$ cat src/core/break_controller_pkg.sv
// constants, encodings and carriers shared by the break controller files
`default_nettype none
package break_controller_pkg;

    // register byte addresses
    localparam logic [7:0] ADDR_A_ADDR   = 8'h00;
    localparam logic [7:0] ADDR_A_AMASK  = 8'h04;
    localparam logic [7:0] ADDR_A_DATA   = 8'h08;
    localparam logic [7:0] ADDR_A_DMASK  = 8'h0c;
    localparam logic [7:0] ADDR_A_CYCLE  = 8'h10;
    localparam logic [7:0] ADDR_B_ADDR   = 8'h14;
    localparam logic [7:0] ADDR_B_AMASK  = 8'h18;
    localparam logic [7:0] ADDR_B_DATA   = 8'h1c;
    localparam logic [7:0] ADDR_B_DMASK  = 8'h20;
    localparam logic [7:0] ADDR_B_CYCLE  = 8'h24;
    localparam logic [7:0] ADDR_CTRL     = 8'h28;
    localparam logic [7:0] ADDR_REP_SET  = 8'h2c;
    localparam logic [7:0] ADDR_REP_CNT  = 8'h30;
    localparam logic [7:0] ADDR_INT_STAT = 8'h34;
    localparam logic [7:0] ADDR_INT_MASK = 8'h38;
    // branch buffer window: base + 8*entry, +4 selects destination
    localparam logic [1:0] ADDR_BRBUF_HI = 2'h1;

    // control register fields
    localparam int CTRL_SEQ_BIT     = 0;
    localparam int CTRL_TIMING_B    = 6;
    localparam int CTRL_DATA_EN_A   = 7;
    localparam int CTRL_TIMING_A    = 10;
    localparam int CTRL_TRACE_BIT   = 11;
    localparam int CTRL_FLAG_B_BIT  = 12;

    // cycle condition register fields
    localparam int CYC_CTYPE_LSB    = 0;
    localparam int CYC_DIR_LSB      = 2;
    localparam int CYC_SIZE_LSB     = 4;
    localparam int CYC_ASRC_BIT     = 6;
    localparam int CYC_DSRC_BIT     = 7;
    localparam int CYC_DATA_EN_BIT  = 8;

    // interrupt status bits
    localparam int INT_BREAK_A      = 0;
    localparam int INT_BREAK_B      = 1;
    localparam int INT_FLAG_B       = 2;
    localparam int INT_W            = 3;

    localparam int REP_W            = 12;
    localparam int BRBUF_DEPTH      = 4;

    // cycle type: bit0 allows fetch, bit1 allows data access
    localparam logic [1:0] CTYPE_FETCH = 2'h1;
    localparam logic [1:0] CTYPE_DATA  = 2'h2;
    // direction: bit0 allows read, bit1 allows write
    localparam logic [1:0] DIR_READ    = 2'h1;
    localparam logic [1:0] DIR_WRITE   = 2'h2;
    // operand size
    localparam logic [1:0] SIZE_ANY    = 2'h0;
    localparam logic [1:0] SIZE_BYTE   = 2'h1;
    localparam logic [1:0] SIZE_WORD   = 2'h2;
    localparam logic [1:0] SIZE_LONG   = 2'h3;

    // one observed processor bus cycle
    typedef struct packed {
        logic        valid;
        logic        on_ibus;
        logic        fetch;
        logic        write;
        logic [1:0]  size;
        logic [31:0] local_addr_bus;
        logic [31:0] internal_addr_bus;
        logic [31:0] local_data_bus;
        logic [31:0] internal_data_bus;
    } bus_cycle_s;

    // one taken branch
    typedef struct packed {
        logic        valid;
        logic [31:0] src;
        logic [31:0] dst;
    } branch_s;

    // per-channel break condition
    typedef struct packed {
        logic [31:0] addr;
        logic [31:0] amask;
        logic [31:0] data;
        logic [31:0] dmask;
        logic        data_en;
        logic        dsrc;
        logic        asrc;
        logic [1:0]  size;
        logic [1:0]  dir;
        logic [1:0]  ctype;
    } chan_cfg_s;

    // break request to the exception logic
    typedef struct packed {
        logic req;
        logic after;
        logic chan_b;
    } break_s;

endpackage
`default_nettype wire

$ cat src/core/chan_match.sv
// one break comparison channel: address, data and bus cycle match
`default_nettype none
module chan_match
    import break_controller_pkg::*;
(
    // condition and observed cycle
    input  wire chan_cfg_s  i_cfg,
    input  wire bus_cycle_s i_cyc,
    // result
    output logic            o_match
);
    logic [31:0] addr_sel;
    logic [31:0] data_sel;
    logic        addr_ok;
    logic        data_ok;
    logic        type_ok;
    logic        dir_ok;
    logic        size_ok;
    logic        bus_ok;

    always_comb begin
        addr_sel = i_cfg.asrc ? i_cyc.internal_addr_bus : i_cyc.local_addr_bus;
        data_sel = i_cfg.dsrc ? i_cyc.internal_data_bus : i_cyc.local_data_bus;
        addr_ok  = ((addr_sel ^ i_cfg.addr) & ~i_cfg.amask) == 32'h0000_0000;
        data_ok  = !i_cfg.data_en
                   || (((data_sel ^ i_cfg.data) & ~i_cfg.dmask) == 32'h0000_0000);
        type_ok  = i_cyc.fetch ? i_cfg.ctype[0] : i_cfg.ctype[1];
        dir_ok   = i_cyc.write ? i_cfg.dir[1] : i_cfg.dir[0];
        size_ok  = (i_cfg.size == SIZE_ANY) || (i_cfg.size == i_cyc.size);
        bus_ok   = i_cyc.on_ibus == i_cfg.asrc;
        // all enabled terms in the same cycle
        o_match  = i_cyc.valid && addr_ok && data_ok && type_ok
                   && dir_ok && size_ok && bus_ok;
    end
endmodule
`default_nettype wire

$ cat src/core/break_controller.sv
// break controller top: registers, sequencing, repeat count, branch trace, interrupt
//
// Local design decisions: the address-and-strobe port and the placing of the registers.
`default_nettype none
// Functional notes
// - two channels, each breaks alone when independent
// - sequential: A first, B in later cycle
// - address compare has per-bit mask
// - address source selectable, local or internal
// - 32-bit maskable data from selectable bus
// - cycle type, direction and size conditions
// - satisfied condition requests break exception
// - channel A fetch break before or after
// - channel B fetch break before or after
// - channel B repeat count up to 4095
// - four branch source/destination pairs
// - channel B internal-bus match flag sticks
// - trace enable gates branch recording
// - channel A data compare enable bit
// - reserved control bits read zero
module break_controller
    import break_controller_pkg::*;
(
    // clock, reset, enable
    input  wire logic        i_mclk,
    input  wire logic        i_srst,
    input  wire logic        i_ce,
    // register port
    input  wire logic [7:0]  i_addr,
    input  wire logic [31:0] i_wdata,
    input  wire logic        i_wr,
    input  wire logic        i_rd,
    output logic      [31:0] o_rdata,
    // processor observation
    input  wire bus_cycle_s  i_cyc,
    input  wire branch_s     i_branch,
    // exception request and interrupt
    output break_s           o_break,
    output logic             o_irq
);
    typedef struct packed {
        chan_cfg_s                        cfg_a;
        chan_cfg_s                        cfg_b;
        logic                             seq_mode;
        logic                             pc_trace_enable;
        logic                             chan_a_fetch_break_timing;
        logic                             chan_b_fetch_break_timing;
        logic                             chan_b_ibus_match_flag;
        logic                             armed;
        logic [REP_W-1:0]                 rep_set;
        logic [REP_W-1:0]                 rep_cnt;
        logic [BRBUF_DEPTH-1:0][31:0]     br_src;
        logic [BRBUF_DEPTH-1:0][31:0]     br_dst;
        logic [1:0]                       br_ptr;
        logic [INT_W-1:0]                 int_status;
        logic [INT_W-1:0]                 int_mask;
        logic [31:0]                      rdata;
        break_s                           brk;
        logic                             irq;
    } state_s;

    localparam state_s ST_RESET = '0;

    state_s           st_reg;
    state_s           st_next;
    logic             match_a;
    logic             match_b;
    logic             b_qual;
    logic             b_fire;
    logic             a_fire;
    logic             wr_ctrl;
    logic             rd_stat;
    logic [INT_W-1:0] events;
    logic [31:0]      rd_val;
    logic [31:0]      ctrl_val;

    chan_match u_chan_a (
        .i_cfg   (st_reg.cfg_a),
        .i_cyc   (i_cyc),
        .o_match (match_a)
    );

    chan_match u_chan_b (
        .i_cfg   (st_reg.cfg_b),
        .i_cyc   (i_cyc),
        .o_match (match_b)
    );

    function automatic chan_cfg_s cyc_write(chan_cfg_s c, logic [31:0] w, logic keep_den);
        chan_cfg_s r;
        r         = c;
        r.ctype   = w[CYC_CTYPE_LSB +: 2];
        r.dir     = w[CYC_DIR_LSB +: 2];
        r.size    = w[CYC_SIZE_LSB +: 2];
        r.asrc    = w[CYC_ASRC_BIT];
        r.dsrc    = w[CYC_DSRC_BIT];
        // channel A takes its data enable from the control register instead
        r.data_en = keep_den ? c.data_en : w[CYC_DATA_EN_BIT];
        return r;
    endfunction

    function automatic logic [31:0] cyc_read(chan_cfg_s c, logic show_den);
        logic [31:0] r;
        r                        = 32'h0000_0000;
        r[CYC_CTYPE_LSB +: 2]    = c.ctype;
        r[CYC_DIR_LSB +: 2]      = c.dir;
        r[CYC_SIZE_LSB +: 2]     = c.size;
        r[CYC_ASRC_BIT]          = c.asrc;
        r[CYC_DSRC_BIT]          = c.dsrc;
        r[CYC_DATA_EN_BIT]       = show_den & c.data_en;
        return r;
    endfunction

    always_comb begin
        st_next = st_reg;
        wr_ctrl = i_wr && (i_addr == ADDR_CTRL);
        rd_stat = i_rd && (i_addr == ADDR_INT_STAT);

        // control register image; bits 9 and 8 stay zero
        ctrl_val                  = 32'h0000_0000;
        ctrl_val[CTRL_SEQ_BIT]    = st_reg.seq_mode;
        ctrl_val[CTRL_TIMING_B]   = st_reg.chan_b_fetch_break_timing;
        ctrl_val[CTRL_DATA_EN_A]  = st_reg.cfg_a.data_en;
        ctrl_val[CTRL_TIMING_A]   = st_reg.chan_a_fetch_break_timing;
        ctrl_val[CTRL_TRACE_BIT]  = st_reg.pc_trace_enable;
        ctrl_val[CTRL_FLAG_B_BIT] = st_reg.chan_b_ibus_match_flag;

        // break sequencing; armed is last cycle's state so an A match cannot qualify B in the same cycle
        a_fire = !st_reg.seq_mode && match_a;
        b_qual = match_b && (!st_reg.seq_mode || st_reg.armed);
        b_fire = 1'b0;
        if (b_qual) begin
            if (st_reg.rep_set == '0) begin
                b_fire = 1'b1;
            end else if (st_reg.rep_cnt + 12'h001 == st_reg.rep_set) begin
                b_fire          = 1'b1;
                st_next.rep_cnt = '0;
            end else begin
                st_next.rep_cnt = st_reg.rep_cnt + 12'h001;
            end
        end
        if (st_reg.seq_mode && match_a) begin
            st_next.armed = 1'b1;
        end
        if (b_fire || !st_reg.seq_mode) begin
            st_next.armed = 1'b0;
        end

        // one-cycle request; data-access breaks always land after the access
        st_next.brk.req    = a_fire || b_fire;
        st_next.brk.chan_b = b_fire && !a_fire;
        if (a_fire) begin
            st_next.brk.after = !i_cyc.fetch || st_reg.chan_a_fetch_break_timing;
        end else begin
            st_next.brk.after = !i_cyc.fetch || st_reg.chan_b_fetch_break_timing;
        end

        // branch trace ring
        if (st_reg.pc_trace_enable && i_branch.valid) begin
            st_next.br_src[st_reg.br_ptr] = i_branch.src;
            st_next.br_dst[st_reg.br_ptr] = i_branch.dst;
            st_next.br_ptr                = st_reg.br_ptr + 2'h1;
        end

        // register writes
        if (i_wr) begin
            case (i_addr)
                ADDR_A_ADDR:   st_next.cfg_a.addr  = i_wdata;
                ADDR_A_AMASK:  st_next.cfg_a.amask = i_wdata;
                ADDR_A_DATA:   st_next.cfg_a.data  = i_wdata;
                ADDR_A_DMASK:  st_next.cfg_a.dmask = i_wdata;
                ADDR_A_CYCLE:  st_next.cfg_a = cyc_write(st_reg.cfg_a, i_wdata, 1'b1);
                ADDR_B_ADDR:   st_next.cfg_b.addr  = i_wdata;
                ADDR_B_AMASK:  st_next.cfg_b.amask = i_wdata;
                ADDR_B_DATA:   st_next.cfg_b.data  = i_wdata;
                ADDR_B_DMASK:  st_next.cfg_b.dmask = i_wdata;
                ADDR_B_CYCLE:  st_next.cfg_b = cyc_write(st_reg.cfg_b, i_wdata, 1'b0);
                ADDR_CTRL: begin
                    st_next.seq_mode                  = i_wdata[CTRL_SEQ_BIT];
                    st_next.chan_b_fetch_break_timing = i_wdata[CTRL_TIMING_B];
                    st_next.cfg_a.data_en             = i_wdata[CTRL_DATA_EN_A];
                    st_next.chan_a_fetch_break_timing = i_wdata[CTRL_TIMING_A];
                    st_next.pc_trace_enable           = i_wdata[CTRL_TRACE_BIT];
                end
                ADDR_REP_SET: begin
                    st_next.rep_set = i_wdata[REP_W-1:0];
                    st_next.rep_cnt = '0;
                end
                ADDR_INT_MASK: st_next.int_mask = i_wdata[INT_W-1:0];
                default: ;
            endcase
        end

        // match flag: writing 0 clears, writing 1 keeps, a new match wins
        st_next.chan_b_ibus_match_flag =
            (st_reg.chan_b_ibus_match_flag && !(wr_ctrl && !i_wdata[CTRL_FLAG_B_BIT]))
            || (match_b && i_cyc.on_ibus);

        // sticky interrupt status cleared by its read; new events win
        events              = '0;
        events[INT_BREAK_A] = a_fire;
        events[INT_BREAK_B] = b_fire;
        events[INT_FLAG_B]  = match_b && i_cyc.on_ibus;
        st_next.int_status  = (rd_stat ? '0 : st_reg.int_status) | events;
        st_next.irq         = |(st_next.int_status & st_next.int_mask);

        // read data, valid in the following cycle only
        rd_val = 32'h0000_0000;
        case (i_addr)
            ADDR_A_ADDR:   rd_val = st_reg.cfg_a.addr;
            ADDR_A_AMASK:  rd_val = st_reg.cfg_a.amask;
            ADDR_A_DATA:   rd_val = st_reg.cfg_a.data;
            ADDR_A_DMASK:  rd_val = st_reg.cfg_a.dmask;
            ADDR_A_CYCLE:  rd_val = cyc_read(st_reg.cfg_a, 1'b0);
            ADDR_B_ADDR:   rd_val = st_reg.cfg_b.addr;
            ADDR_B_AMASK:  rd_val = st_reg.cfg_b.amask;
            ADDR_B_DATA:   rd_val = st_reg.cfg_b.data;
            ADDR_B_DMASK:  rd_val = st_reg.cfg_b.dmask;
            ADDR_B_CYCLE:  rd_val = cyc_read(st_reg.cfg_b, 1'b1);
            ADDR_CTRL:     rd_val = ctrl_val;
            ADDR_REP_SET:  rd_val = {20'h00000, st_reg.rep_set};
            ADDR_REP_CNT:  rd_val = {20'h00000, st_reg.rep_cnt};
            ADDR_INT_STAT: rd_val = {29'h0000000, st_reg.int_status};
            ADDR_INT_MASK: rd_val = {29'h0000000, st_reg.int_mask};
            default: begin
                if (i_addr[7:6] == ADDR_BRBUF_HI && i_addr[5] == 1'b0) begin
                    rd_val = i_addr[2] ? st_reg.br_dst[i_addr[4:3]]
                                       : st_reg.br_src[i_addr[4:3]];
                end
            end
        endcase
        st_next.rdata = i_rd ? rd_val : 32'h0000_0000;
    end

    always_ff @(posedge i_mclk) begin
        if (i_srst) begin
            st_reg <= ST_RESET;
        end else if (i_ce) begin
            st_reg <= st_next;
        end
    end

    assign o_rdata = st_reg.rdata;
    assign o_break = st_reg.brk;
    assign o_irq   = st_reg.irq;

    // a channel A hit in independent mode raises a request next cycle
    property p_indep_a;
        @(posedge i_mclk) disable iff (i_srst)
        (i_ce && !st_reg.seq_mode && match_a) |=> (o_break.req && !o_break.chan_b);
    endproperty
    a_indep_a: assert property (p_indep_a)
        else $error("independent channel A match gave no break");

    // same-cycle A and B with nothing armed never breaks in sequential mode
    property p_seq_same;
        @(posedge i_mclk) disable iff (i_srst)
        (i_ce && st_reg.seq_mode && !st_reg.armed) |=> !o_break.req;
    endproperty
    a_seq_same: assert property (p_seq_same)
        else $error("sequential break without prior channel A match");

    // fetch break timing of channel A follows its control bit
    property p_timing_a;
        @(posedge i_mclk) disable iff (i_srst)
        (i_ce && a_fire && i_cyc.fetch)
            |=> (o_break.after == $past(st_reg.chan_a_fetch_break_timing));
    endproperty
    a_timing_a: assert property (p_timing_a)
        else $error("channel A fetch break timing wrong");

    // fetch break timing of channel B follows its control bit
    property p_timing_b;
        @(posedge i_mclk) disable iff (i_srst)
        (i_ce && b_fire && !a_fire && i_cyc.fetch)
            |=> (o_break.after == $past(st_reg.chan_b_fetch_break_timing));
    endproperty
    a_timing_b: assert property (p_timing_b)
        else $error("channel B fetch break timing wrong");

    // the repeat counter stays below a nonzero setting
    property p_repeat;
        @(posedge i_mclk) disable iff (i_srst)
        (st_reg.rep_set != '0) |-> (st_reg.rep_cnt < st_reg.rep_set);
    endproperty
    a_repeat: assert property (p_repeat)
        else $error("repeat counter reached its setting");

    // an internal-bus match of channel B sets the flag even against a clear
    property p_flag_set;
        @(posedge i_mclk) disable iff (i_srst)
        (i_ce && match_b && i_cyc.on_ibus) |=> st_reg.chan_b_ibus_match_flag;
    endproperty
    a_flag_set: assert property (p_flag_set)
        else $error("channel B internal match flag not set");

    // branches are not recorded while trace is off
    property p_trace_off;
        @(posedge i_mclk) disable iff (i_srst)
        (i_ce && !st_reg.pc_trace_enable) |=> $stable(st_reg.br_ptr);
    endproperty
    a_trace_off: assert property (p_trace_off)
        else $error("branch recorded with trace disabled");

    // reserved control bits read back as zero
    property p_reserved;
        @(posedge i_mclk) disable iff (i_srst)
        (i_ce && i_rd && i_addr == ADDR_CTRL) |=> (o_rdata[9:8] == 2'h0);
    endproperty
    a_reserved: assert property (p_reserved)
        else $error("reserved control bits read nonzero");

    // with data compare on, a channel A match carries the masked data value
    property p_data_en_a;
        @(posedge i_mclk) disable iff (i_srst)
        (st_reg.cfg_a.data_en && match_a)
            |-> ((((st_reg.cfg_a.dsrc ? i_cyc.internal_data_bus : i_cyc.local_data_bus)
                 ^ st_reg.cfg_a.data) & ~st_reg.cfg_a.dmask) == 32'h0000_0000);
    endproperty
    a_data_en_a: assert property (p_data_en_a)
        else $error("channel A matched on the wrong data");

    // interrupt level always agrees with the registered status and mask
    property p_irq_level;
        @(posedge i_mclk) disable iff (i_srst)
        o_irq == |(st_reg.int_status & st_reg.int_mask);
    endproperty
    a_irq_level: assert property (p_irq_level)
        else $error("interrupt level disagrees with status and mask");

    // a recorded branch advances the ring by one entry
    property p_trace_rec;
        @(posedge i_mclk) disable iff (i_srst)
        (i_ce && st_reg.pc_trace_enable && i_branch.valid)
            |=> (st_reg.br_ptr == $past(st_reg.br_ptr) + 2'h1);
    endproperty
    a_trace_rec: assert property (p_trace_rec)
        else $error("branch ring pointer did not advance");

    // the flag rises only from a channel B match on the internal bus
    property p_flag_cause;
        @(posedge i_mclk) disable iff (i_srst)
        (i_ce && !st_reg.chan_b_ibus_match_flag && !(match_b && i_cyc.on_ibus))
            |=> !st_reg.chan_b_ibus_match_flag;
    endproperty
    a_flag_cause: assert property (p_flag_cause)
        else $error("channel B match flag set without an internal bus match");

endmodule
`default_nettype wire

$ cat config.mk
export PLATFORM = sky130hd
export DESIGN_NAME = break_controller
export DESIGN_NICKNAME = d
export VERILOG_FILES = /design/src/core/break_controller_pkg.sv /design/src/core/chan_match.sv /design/src/core/break_controller.sv
export SDC_FILE = /design/constraint.sdc
export NUM_CORES = 2
export LEC_CHECK = 0
export BUFFER_PORTS_ARGS = -buffer_cell sky130_fd_sc_hd__buf_2
export CAP_MARGIN = 20
export CORE_ASPECT_RATIO = 0.5
export CORE_MARGIN = 4
export CORE_UTILIZATION = 35
export CTS_CLUSTER_SIZE = 24
export DETAILED_ROUTE_END_ITERATION = 12
export GPL_TIMING_DRIVEN = 1
export HOLD_SLACK_MARGIN = 0.08
export SYNTH_ARGS = -nofsm -noshare
export SYNTH_HDL_FRONTEND = slang
export SYNTH_SLANG_ARGS = --single-unit
$ cat constraint.sdc
create_clock -name i_mclk -period 8.7 [get_ports i_mclk]
set_input_delay 0 -clock i_mclk [delete_from_list [all_inputs] [get_ports i_mclk]]
set_output_delay 0 -clock i_mclk [all_outputs]
set_load 0.005 [all_outputs]
==> run_results.csv <==
group,metric,value,unit
clocking,cts-root-buf,"clkbuf_16",
critical_path,crit_fanout,23,
critical_path,endpoint_kind,"flip-flop",
logic_synthesis,yosysWarnings,0,
critical_path,worst-path-buf-inv,1,
floorplan,start_util,35.3,%
logic_synthesis,syn_nets,3828,
critical_path,crit_start,"st_reg[337]",
sta,max_clock_freq,0.217,GHz
worst_hold_path,hold_class,"input pin to flip-flop",
sta,finalSetupTns,0,ns
sta,whs,0.116,ns
logic_synthesis,syn_avg_cell_area,8.06,um2
critical_path,crit_family,"compound AO/OA/AOI/OAI gates",
sta,fin_skew,0.0215,ns
layout,multi_input_area,15300,um2
placed_design,hpwl,82.6,mm
power,leakage,11.4,nW
route,vias_per_cell,5.77,
logic_synthesis,synth_ff_type,"dfxtp_1",
worst_hold_path,min_from,"i_addr[5]",
route,dr_wl_met3,13.7,mm
sta,rsz0062_at_grt,"false",
status,status,"completed",
placed_design,gp_congestion,0.982,
grt,grt-ovfl-total,0,
critical_path,required,9.19,ns
sta,slew_headroom,25.6,%
layout,seqCellArea,12100,um2
clocking,cts.sinks,604,
route,vias,28200,
logic_synthesis,synth_area,28900,um2
placed_design,place_inst,4663,
layout,finalNetCount,3978,
grt,grtUsageTotal,26.7,%
route,drc,0,
route,wl_met2,54.8,mm
grt,grt_pass1_vias,26100,
clocking,cts_tree,"built",
critical_path,crit_type,"flip-flop to flip-flop",
layout,largest_reg_flops,562,
route,drt-met1-wl,48.8,mm
sta,max_slew.worst_pin.slew,1.12,ns
clocking,cts.htree.levels,2,
route,first_iter_violations,3623,
clocking,clock_latency,0.64,ns
sta,hold_viol,0,
logic_synthesis,synth_cell_types,57,
layout,drive_gt1_share,13.6,%
layout,area_growth,16.5,%
critical_path,cp-start-kind,"flip-flop",
floorplan,ios,280,
logic_synthesis,synthTopCellsByArea,"dfxtp_1 (42%), nand2_1 (15%), a21oi_1 (9.7%), mux2i_1 (6.4%), mux4_2 (5.0%)",
critical_path,cpPeakStageDelay,0.96,ns
logic_synthesis,synth-edff-count,0,
route,ant_nets,0,
sta,min_period_over_period,52.8,%
placed_design,port-buffer-count,279,
layout,fin_cells,4886,
power,ir_worst_vdd,0.140,mV
logic_synthesis,synth_seq_cells,604,
floorplan,fp.dieW,414,um
sta,min_period,4.60,ns
run,maxCapViolCount,0,
grt,grt_max_degree,142,
clocking,cts_setup_buffers,0,
clocking,cts_made_buffers,58,
layout,fin_util,41.2,%
sta,finalMaxSlewViolations,0,
route,drtPass1Iterations,7,
floorplan,dieArea,87400,um2
logic_synthesis,syn_inst,3579,
critical_path,crit_chain,"buf_4 > mux2i_1 > mux2i_1 > o2111ai_1 > nor4_1 > a31oi_1 > nor4_1 > a21boi_0 > o21ai_0 > o22ai_1",
floorplan,core-area,81700,um2
logic_synthesis,yosys.area.top_type,"dfxtp_1",
logic_synthesis,yosysSeqAreaShare,41.9,%
grt,antenna_found_initial,13,
route,top_layer,"met5",
logic_synthesis,synthDominantCellAreaShare,41.9,%
route,wl_per_cell,25.3,um
logic_synthesis,synthArstFlopShare,0,%
floorplan,die_h,211,um
grt,grt_pass1_wl,177,mm
clocking,cts-resized-gates,0,
critical_path,reg2reg_from,"st_reg[337]",
critical_path,critPathSlowestCell,"nor4_1",
clocking,clock_path_buffers,3,
sta,setup_viol,0,
clocking,clk_pin_slew,0.06,ns
floorplan,rows,74,
critical_path,arrival,5.09,ns
power,power_density,173,nW/um2
layout,fillers,8274,
route,drt-total-wl,124,mm
## cell usage in the layout (no fill, tap or decap), types with 17 or more instances in the layout
cell / count
o2111ai_1: 25
dlygate4sd3_1: 107
a22oi_1: 86
clkbuf_16: 58
nand2_1: 1107
o22ai_1: 55
nand3_1: 37
o21ai_0: 28
nor2_1: 77
a22o_1: 33
mux4_2: 64
buf_2: 276
nor4_1: 17
mux2i_1: 184
dfxtp_1: 600
a221oi_1: 46
a21oi_1: 558
xor2_1: 121
buf_4: 41
## path summary, 6_finish.rpt
check	slack (ns)	cells after the start	end
worst min-delay path	0.12	6	st_reg[40]
worst max register to register	4.10	10	st_reg[301]
worst max-delay path	4.10	10	st_reg[301]
worst min register to register	0.45	2	st_reg[266]
## cell families after synthesis
kind of cell	count (synthesis)	share of synthesized area (%)
multiplexers	248	11.4
flip-flops	604	41.9
AO/OA/AOI/OAI	886	18.4
AND/OR/NAND/NOR	1351	18.8
adder cells (fa/ha/maj)	5	0.217
buffers and inverters	352	5.35
XOR/XNOR	133	4.04
## stage by stage
step	instance area (um2)	total power [mW]	worst slack, ns
floorplan	28900	2.99	5.84
global placement	30500	3.15	4.37
detailed placement	30500	3.15	4.32
CTS	33600	5.80	4.26
global route	33600	5.95	3.98
finish	33600	5.81	4.10
## per-layer routing
| metal | vias to the layer above | track usage [%] |
|---|---|---|
| met5 | - | 0 |
| met3 | 315 | 6.28 |
| met2 | 1593 | 41.6 |
| met4 | 12 | 12.2 |
| met1 | 13600 | 35.4 |
| li1 | 12600 | - |
## final cells by class
class / count / share of cell area [%]
flip-flops and latches: 604 / 36.0
clock buffers: 87 / 5.06
inverters: 16 / 0.179
repair buffers: 426 / 8.34
clock inverters: 19 / 0.763
diodes: 9 / 0.0670
multi-input cells: 2623 / 45.5
well taps: 1102 / 4.10
## report_power, final
group / switching (mW) / leakage [nW] / internal (mW) / total (mW)
Combinational: 0.239 / 5.52 / 0.131 / 0.370
Sequential: 0.00251 / 4.86 / 2.77 / 2.77
Clock: 1.17 / 0.964 / 1.50 / 2.67
## worst reg2reg max path, stage by stage (launching register included)
cell and delay (ns):
dfxtp_2 0.56, buf_4 0.45, mux2i_1 0.29, mux2i_1 0.22, o2111ai_1 0.17, nor4_1 0.34
a31oi_1 0.30, nor4_1 0.96, a21boi_0 0.47, o21ai_0 0.55, o22ai_1 0.15
## cells in the mapped netlist, types with 5 or more instances
master	count
a21oi_1	558
a221oi_1	46
a222oi_1	6
a22o_1	33
a22oi_1	86
a32oi_1	11
and2_0	8
and2_1	13
and3_1	10
buf_1	18
buf_2	12
buf_4	37
clkbuf_1	249
clkbuf_2	16
dfxtp_1	604
ha_1	5
inv_1	16
mux2i_1	184
mux4_2	64
nand2_1	1119
nand2b_1	6
nand3_1	37
nand4_1	11
nor2_1	85
nor2b_1	15
nor3_1	12
nor4_1	17
o2111ai_1	25
o21ai_0	28
o22ai_1	55
o31ai_1	5
xnor2_1	12
xor2_1	121
## what timing repair did
| item | 4_1_cts | 5_1_grt |
|---|---|---|
| hold buffers | 107 | 0 |
| hold endpoints to repair | 578 | 0 |
| setup endpoints to repair | 0 | 0 |
Note: power is estimated with default switching activity, not from simulation.
